### config.mk
export PLATFORM = sky130hd
export DESIGN_NAME = display_ctrl_powerup_park_seq
export DESIGN_NICKNAME = d
export VERILOG_FILES = /design/src/rtl/park_seq_pkg.sv /design/src/rtl/display_ctrl_powerup_park_seq.sv
export SDC_FILE = /design/constraint.sdc
export NUM_CORES = 1
export LEC_CHECK = 0
export ABC_CLOCK_PERIOD_IN_PS = 5200
export BUFFER_PORTS_ARGS = -buffer_cell sky130_fd_sc_hd__buf_2
export CELL_PAD_IN_SITES_DETAIL_PLACEMENT = 1
export CELL_PAD_IN_SITES_GLOBAL_PLACEMENT = 1
export CORE_ASPECT_RATIO = 0.5
export CORE_MARGIN = 1
export CORE_UTILIZATION = 45
export CTS_CLUSTER_SIZE = 12
export DETAILED_ROUTE_END_ITERATION = 12
export PLACE_DENSITY = 0.86
export SLEW_MARGIN = 20
export SYNTH_ARGS = -nofsm -noshare
export SYNTH_HDL_FRONTEND = slang
export SYNTH_SLANG_ARGS = --single-unit
### constraint.sdc
create_clock -name clk_in -period 5.2 [get_ports clk_in]
set_input_delay 1.56 -clock clk_in [delete_from_list [all_inputs] [get_ports clk_in]]
set_output_delay 1.56 -clock clk_in [all_outputs]
set_load 0.02 [all_outputs]
### src/rtl/park_seq_pkg.sv
// package for the power-up and mirror-park sequencer
// assumes a single 50 MHz clock domain and no software registers
// Function
// - flash pins and gpio float during reset
// - light selects and mirror enable low in reset
// - wait pll lock, then load flash config
// - after reset drive status line high
// - drive status line low when init done
// - fast park request low starts fast park
// - power request drop starts normal park
// - normal park finishes within 20 ms
package park_seq_pkg;
  localparam int CLK_MHZ = 50; // clock rate
  localparam int FAST_PARK_US = 32; // fast park window
  localparam int NORMAL_PARK_MS = 20; // normal park limit
  // fast park must finish inside its window: round down
  localparam int FAST_PARK_CYC = FAST_PARK_US * CLK_MHZ;
  localparam int NORMAL_PARK_CYC = NORMAL_PARK_MS * 1000 * CLK_MHZ;
  localparam int GPIO_W = 20; // gpio 19 down to 0
  localparam int CNT_W = 20; // park counter is CNT_W+2 bits wide
  // sequencer states
  typedef enum logic [2:0] {
    ST_PLL_WAIT = 3'b000,
    ST_FLASH_LOAD = 3'b001,
    ST_RUN = 3'b010,
    ST_NORMAL_PARK = 3'b011,
    ST_FAST_PARK = 3'b100,
    ST_PARKED = 3'b101
  } seq_state_e;
  // grouped mirror / light outputs
  typedef struct packed {
    logic light_source_select_0;
    logic light_source_select_1;
    logic mirror_array_enable_reset_n;
  } drive_s;
endpackage : park_seq_pkg

### src/rtl/display_ctrl_powerup_park_seq.sv
// reset, boot order and mirror park sequencer of a display controller
// assumes pll lock and flash load done arrive as clk_in-synchronous levels
`timescale 1ns/10ps
module display_ctrl_powerup_park_seq
  import park_seq_pkg::*;
#(
  parameter int unsigned NORMAL_PARK_CYCLES = NORMAL_PARK_CYC
) (
  input wire logic clk_in,
  input wire logic rst_b_in,
  input wire logic ce_in,
  input wire logic fast_mirror_park_request_n_in,
  input wire logic projector_power_request_in,
  input wire logic pll_locked_in,
  input wire logic flash_load_done_in,
  input wire logic park_done_in,
  output logic flash_load_start_out,
  output logic init_status_irq_out,
  output logic normal_park_active_out,
  output logic fast_park_active_out,
  output logic park_timeout_out,
  output logic pins_enable_out,
  output logic flash_serial_clock_oe_b_out,
  output logic flash_serial_data_out_oe_b_out,
  output logic flash_select_0_n_oe_b_out,
  output logic flash_select_1_n_oe_b_out,
  output logic [GPIO_W-1:0] gpio_oe_b_out,
  output drive_s drive_out
);
  // reset synchroniser: assert async, release on clock
  logic rst_meta;
  logic rst_sync_b;
  always_ff @(posedge clk_in or negedge rst_b_in) begin
    if (!rst_b_in) begin
      rst_meta <= 1'b0;
      rst_sync_b <= 1'b0;
    end else begin
      rst_meta <= 1'b1;
      rst_sync_b <= rst_meta;
    end
  end
  // two-stage synchroniser for fast park request
  logic park_meta_n;
  logic park_sync_n;
  always_ff @(posedge clk_in or negedge rst_sync_b) begin
    if (!rst_sync_b) begin
      park_meta_n <= 1'b1;
      park_sync_n <= 1'b1;
    end else if (ce_in) begin
      park_meta_n <= fast_mirror_park_request_n_in;
      park_sync_n <= park_meta_n;
    end
  end
  // sequencer state and park counter
  seq_state_e state, next_state;
  logic [CNT_W+1:0] cnt, next_cnt; // holds up to 20 ms
  logic irq, next_irq;
  logic timeout, next_timeout;
  // next-state logic
  always_comb begin
    next_state = state;
    next_cnt = cnt;
    next_irq = irq;
    next_timeout = timeout;
    // fast park outranks everything in every state but fast park and parked, boot included
    if (!park_sync_n && state != ST_FAST_PARK && state != ST_PARKED) begin
      next_state = ST_FAST_PARK;
      next_cnt = '0;
    end else begin
      case (state)
        ST_PLL_WAIT: begin
          if (pll_locked_in) next_state = ST_FLASH_LOAD;
        end
        ST_FLASH_LOAD: begin
          if (flash_load_done_in) begin
            next_state = ST_RUN;
            next_irq = 1'b0;
          end
        end
        ST_RUN: begin
          if (!projector_power_request_in) begin
            next_state = ST_NORMAL_PARK;
            next_cnt = '0;
          end
        end
        ST_NORMAL_PARK: begin
          // finish on park done or force at the 20 ms limit
          if (park_done_in) begin
            next_state = ST_PARKED;
          end else if (cnt >= (CNT_W+2)'(NORMAL_PARK_CYCLES - 1)) begin
            next_state = ST_PARKED;
            next_timeout = 1'b1;
          end else begin
            next_cnt = cnt + 1'b1;
          end
        end
        ST_FAST_PARK: begin
          // fast park is a fixed-length window
          if (cnt >= (CNT_W+2)'(FAST_PARK_CYC - 1)) begin
            next_state = ST_PARKED;
          end else begin
            next_cnt = cnt + 1'b1;
          end
        end
        ST_PARKED: begin
          // leave on power request high once the fast park request is released, after either park
          if (projector_power_request_in && park_sync_n) begin
            next_state = ST_RUN;
            next_timeout = 1'b0;
          end
        end
        default: next_state = ST_PLL_WAIT;
      endcase
    end
  end
  // state registers; reset sets irq high
  always_ff @(posedge clk_in or negedge rst_sync_b) begin
    if (!rst_sync_b) begin
      state <= ST_PLL_WAIT;
      cnt <= '0;
      irq <= 1'b1;
      timeout <= 1'b0;
    end else if (ce_in) begin
      state <= next_state;
      cnt <= next_cnt;
      irq <= next_irq;
      timeout <= next_timeout;
    end
  end
  // outputs: pins float and drives low while reset holds
  logic running;
  assign running = (state == ST_RUN);
  assign pins_enable_out = rst_sync_b;
  assign flash_serial_clock_oe_b_out = ~rst_sync_b;
  assign flash_serial_data_out_oe_b_out = ~rst_sync_b;
  assign flash_select_0_n_oe_b_out = ~rst_sync_b;
  assign flash_select_1_n_oe_b_out = ~rst_sync_b;
  assign gpio_oe_b_out = {GPIO_W{~rst_sync_b}};
  // one driver for the whole struct keeps its members single-sourced
  assign drive_out = {3{running}};
  assign flash_load_start_out = (state == ST_FLASH_LOAD);
  assign init_status_irq_out = irq;
  assign normal_park_active_out = (state == ST_NORMAL_PARK);
  assign fast_park_active_out = (state == ST_FAST_PARK);
  assign park_timeout_out = timeout;

  // flash load never begins before pll lock
  property p_flash_after_lock;
    @(posedge clk_in) disable iff (!rst_sync_b)
      $rose(flash_load_start_out) |-> $past(pll_locked_in);
  endproperty
  a_flash_after_lock: assert property (p_flash_after_lock)
    else $error("flash load started without pll lock");

  // status high from reset until init done
  property p_irq_high_boot;
    @(posedge clk_in) disable iff (!rst_sync_b)
      (state == ST_PLL_WAIT || state == ST_FLASH_LOAD) |-> irq;
  endproperty
  a_irq_high_boot: assert property (p_irq_high_boot)
    else $error("status line low during init");

  // status drops with entry to run
  property p_irq_low_done;
    @(posedge clk_in) disable iff (!rst_sync_b)
      (ce_in && state == ST_FLASH_LOAD && flash_load_done_in
       && park_sync_n) |=> !irq && running;
  endproperty
  a_irq_low_done: assert property (p_irq_low_done)
    else $error("status line not low after init");

  // fast park entered the cycle after the synchronised request
  property p_fast_park;
    @(posedge clk_in) disable iff (!rst_sync_b)
      (ce_in && !park_sync_n && running) |=> fast_park_active_out;
  endproperty
  a_fast_park: assert property (p_fast_park)
    else $error("fast park not entered");

  // normal park on power request drop
  property p_normal_park;
    @(posedge clk_in) disable iff (!rst_sync_b)
      (ce_in && running && park_sync_n && !projector_power_request_in)
        |=> normal_park_active_out;
  endproperty
  a_normal_park: assert property (p_normal_park)
    else $error("normal park not started");

  // normal park counter never exceeds limit
  property p_park_limit;
    @(posedge clk_in) disable iff (!rst_sync_b)
      normal_park_active_out |-> cnt < (CNT_W+2)'(NORMAL_PARK_CYCLES);
  endproperty
  a_park_limit: assert property (p_park_limit)
    else $error("normal park over 20 ms");

  // mirror enable and light select 0 low whenever not running
  property p_drive_low;
    @(posedge clk_in) disable iff (!rst_sync_b)
      !running |-> !drive_out.mirror_array_enable_reset_n
        && !drive_out.light_source_select_0;
  endproperty
  a_drive_low: assert property (p_drive_low)
    else $error("mirror drive high outside run");

  // oe low once out of reset
  property p_pins_live;
    @(posedge clk_in) disable iff (!rst_sync_b)
      rst_sync_b |-> !flash_serial_clock_oe_b_out && gpio_oe_b_out == '0;
  endproperty
  a_pins_live: assert property (p_pins_live)
    else $error("pins floating after reset");

  // pins float and drives stay low while the reset input is low
  // no disable here: this one must watch the reset itself
  property p_reset_float;
    @(posedge clk_in)
      (!rst_b_in && !rst_sync_b) |-> flash_serial_clock_oe_b_out
        && flash_serial_data_out_oe_b_out && flash_select_0_n_oe_b_out
        && flash_select_1_n_oe_b_out && gpio_oe_b_out == '1
        && drive_out == '0;
  endproperty
  a_reset_float: assert property (p_reset_float)
    else $error("pins driven during reset");

  // last count of a normal park forces the exit and the flag
  property p_park_timeout;
    @(posedge clk_in) disable iff (!rst_sync_b)
      (ce_in && normal_park_active_out && park_sync_n && !park_done_in
       && cnt == (CNT_W+2)'(NORMAL_PARK_CYCLES - 1))
        |=> park_timeout_out && !normal_park_active_out;
  endproperty
  a_park_timeout: assert property (p_park_timeout)
    else $error("normal park did not stop at its limit");
endmodule : display_ctrl_powerup_park_seq

==> results_dict.tcl <==
set metrics [dict create \
    comb_power_share_pct 38.3 \
    post-route-period-util_pct 67.3 \
    diodes 0 \
    synth_nets 252 \
    grtUsageMet2_pct 41.2 \
    path_max_fanout 24 \
    finish.utilization_pct 50.6 \
    ioPinCount 41 \
    grt_pass1_vias 1887 \
    wirelength_mm 5.36 \
    synth_top_family_by_area "compound AO/OA/AOI/OAI gates" \
    synth_area_leader_cell "dfrtp_1" \
    drc 0 \
    synth_cell_types 50 \
    hold_violations 0 \
    p_int_mw 0.544 \
    synth_xor_area_share_pct 0 \
    overflow 0 \
    final_common_cell "buf_2" \
    p_switching_mw 0.385 \
    tritoncts "done" \
    grt_pass1_wl_mm 9.11 \
    muxShareOfSynthArea_pct 0.528 \
    ant_nets 0 \
    start_kind "flop" \
    cts-resized-gates 0 \
    yosys.area_share.simple_pct 20.8 \
    grtUsageMet3_pct 5.99 \
    p_sw_share_pct 41.4 \
    seq_area_frac_synth_pct 36.6 \
    wire_per_inst_um 17.4 \
    core-area_um2 4470 \
    synth_edf_count 0 \
    cts_sinks 31 \
    globalRouteMet1Util_pct 28.9 \
    post_cts_buffers 0 \
    place.gp.congestion 0.779 \
    final_cell_mix "buf_2 (40), dfrtp_1 (28), o31ai_1 (23)" \
    power_leakage_nw 0.988 \
    synthArstFlopShare_pct 100 \
    numPortBuffers 40 \
    cp-end-kind "output port" \
    die_area_um2 5030 \
    row_count 17 \
    busiest_layer "met2" \
    drv_cap 0 \
    peakVddDrop_mv 0.278 \
    min_period_ns 3.50 \
    cts_buffer_depth 2 \
    synthTopCellsByArea "dfrtp_1 (33%), buf_4 (9.2%), o31ai_1 (8.1%)" \
    setup_tns_ns 0 \
    synthAdderAreaFrac_pct 0.587 \
    synth.avg_cell_area_um2 8.77 \
    die_x_um 99.3 \
    numCtsBuffers 5 \
    firstDrtPassIters 4 \
    grt_max_degree 25 \
    rsz0062_at_grt "no" \
    finClkSkew_ns 0.00581 \
    drtIter0Drc 78 \
    pwr-share-clk_pct 26.8 \
    cts_hold_buffers 0 \
    clkSlewWorstSetupHoldPaths_ns 0.07 \
    worstPathArrival_ns 1.94 \
    required_ns 3.64 \
    hold_class "flop to async pin" \
    antenna_found_initial 0 \
    finalSetupViolCount 0 \
    slew_violations 0 \
    netlist.area_leader.share_pct 32.9 \
    viasPerCell 6.32 \
    nets 259 \
    status "completed" \
    vias 1948 \
    synth-compound-area-share_pct 26.7 \
    drive_gt1_share_pct 25.1 \
    grt_use_total_pct 23.7 \
    initial_utilization_pct 47.7 \
    syn-cell-area_um2 2130 \
    die_h_um 50.7 \
    ys.flop_type "dfrtp_1" \
    areaGrowthSynthToFinish_pct 6.05 \
    powerDensity_nw_per_um2 411 \
    synthesis.instances 243 \
    p_seq_share_pct 34.9 \
    cts_root_buf "clkbuf_8" \
    hpwl_mm 3.70 \
    fmax_ghz 0.286 \
    relSlewSlack_pct 42.1 \
    htreeDepth 2 \
    yosys_warnings 0 \
    crit_type "flop to output port" \
    synth_seq_cells 31 \
    insertion_delay_ns 0.29 \
    tightestPinTransition_ns 0.868 \
]
==> state kept, by name (all words and copies together), names as in the netlist <==
| name | flops |
|---|---|
| park_timeout_out | 1 |
| rst_meta | 1 |
| pins_enable_out | 1 |
| init_status_irq_out | 1 |
| cnt | 22 |
| park_meta_n | 1 |
| state | 3 |
| park_sync_n | 1 |
==> power by group through the flow <==
stage                     Combinational, mW  Clock [mW]  Sequential [mW]
final                                 0.356       0.249            0.325
after global routing                  0.394       0.266            0.332
after CTS                             0.358       0.257            0.324
after detailed placement              0.355           0            0.328
after global placement                0.339           0            0.326
after floorplan                       0.315           0            0.298
==> metal layers <==
layer	wire, um	share of wire, %
met5	0	0
met4	53	0.99
met3	269	5.0
met2	2610	49
met1	2420	45
==> path summary, 6_finish.rpt <==
kind / from / endpoint / slack, ns / cells past startpoint
min: pins_enable_out$_DFF_PN0_ / cnt[20]$_DFFE_PN0P_ / 0.36 / 0
max reg2reg: cnt[0]$_DFFE_PN0P_ / cnt[0]$_DFFE_PN0P_ / 2.11 / 8
max in group asynchronous: rst_b_in / pins_enable_out$_DFF_PN0_ / 4.06 / 1
max: pins_enable_out$_DFF_PN0_ / gpio_oe_b_out[7] / 1.70 / 2
min reg2reg: pins_enable_out$_DFF_PN0_ / cnt[20]$_DFFE_PN0P_ / 0.36 / 0
min in group clk_in: rst_meta$_DFF_PN0_ / pins_enable_out$_DFF_PN0_ / 0.37 / 0
==> metrics by stage <==
stage	power [mW]	worst slack [ns]	area, um2	cells	hold slack, ns
after floorplan	0.614	1.64	2130	243	0.331
after global placement	0.664	1.59	2140	300	0.338
after detailed placement	0.683	1.45	2140	300	0.351
after CTS	0.939	1.59	2260	308	0.376
after global routing	0.992	1.39	2260	308	0.387
final	0.929	1.70	2260	308	0.361
==> cells in the mapped netlist (all sizes together) (6+ instances only) <==
master,number
nor2,18
inv,6
nand3,11
o21ai,11
o41ai,9
dfrtp,28
nand2,20
buf,33
a31oi,8
o31ai,26
clkbuf,11
==> kinds of logic (layout without fill, tap and decap cells) <==
family | count (synthesis) | in the layout
adders and majority gates | 1 | 1
muxes | 1 | 1
other | 1 | 1
buffers and inverters | 50 | 58
AOI/OAI and AO/OA | 75 | 75
and+or+nand+nor | 84 | 84
DFF | 31 | 31
==> critical path: stages, from the launching register on <==
cell	delay (ns)
dfrtp_1	0.91
inv_1	0.44
buf_2	0.29
==> layout make-up <==
type	instances	area, um2
Fill cell	540	2210
Multi-Input combinational cell	162	1040
Sequential cell	31	779
Timing Repair Buffer	44	230
Clock buffer	6	82.6
Tap cell	57	71.3
Clock inverter	2	35.0
Inverter	6	22.5
Power figures use the tool's default switching activity.
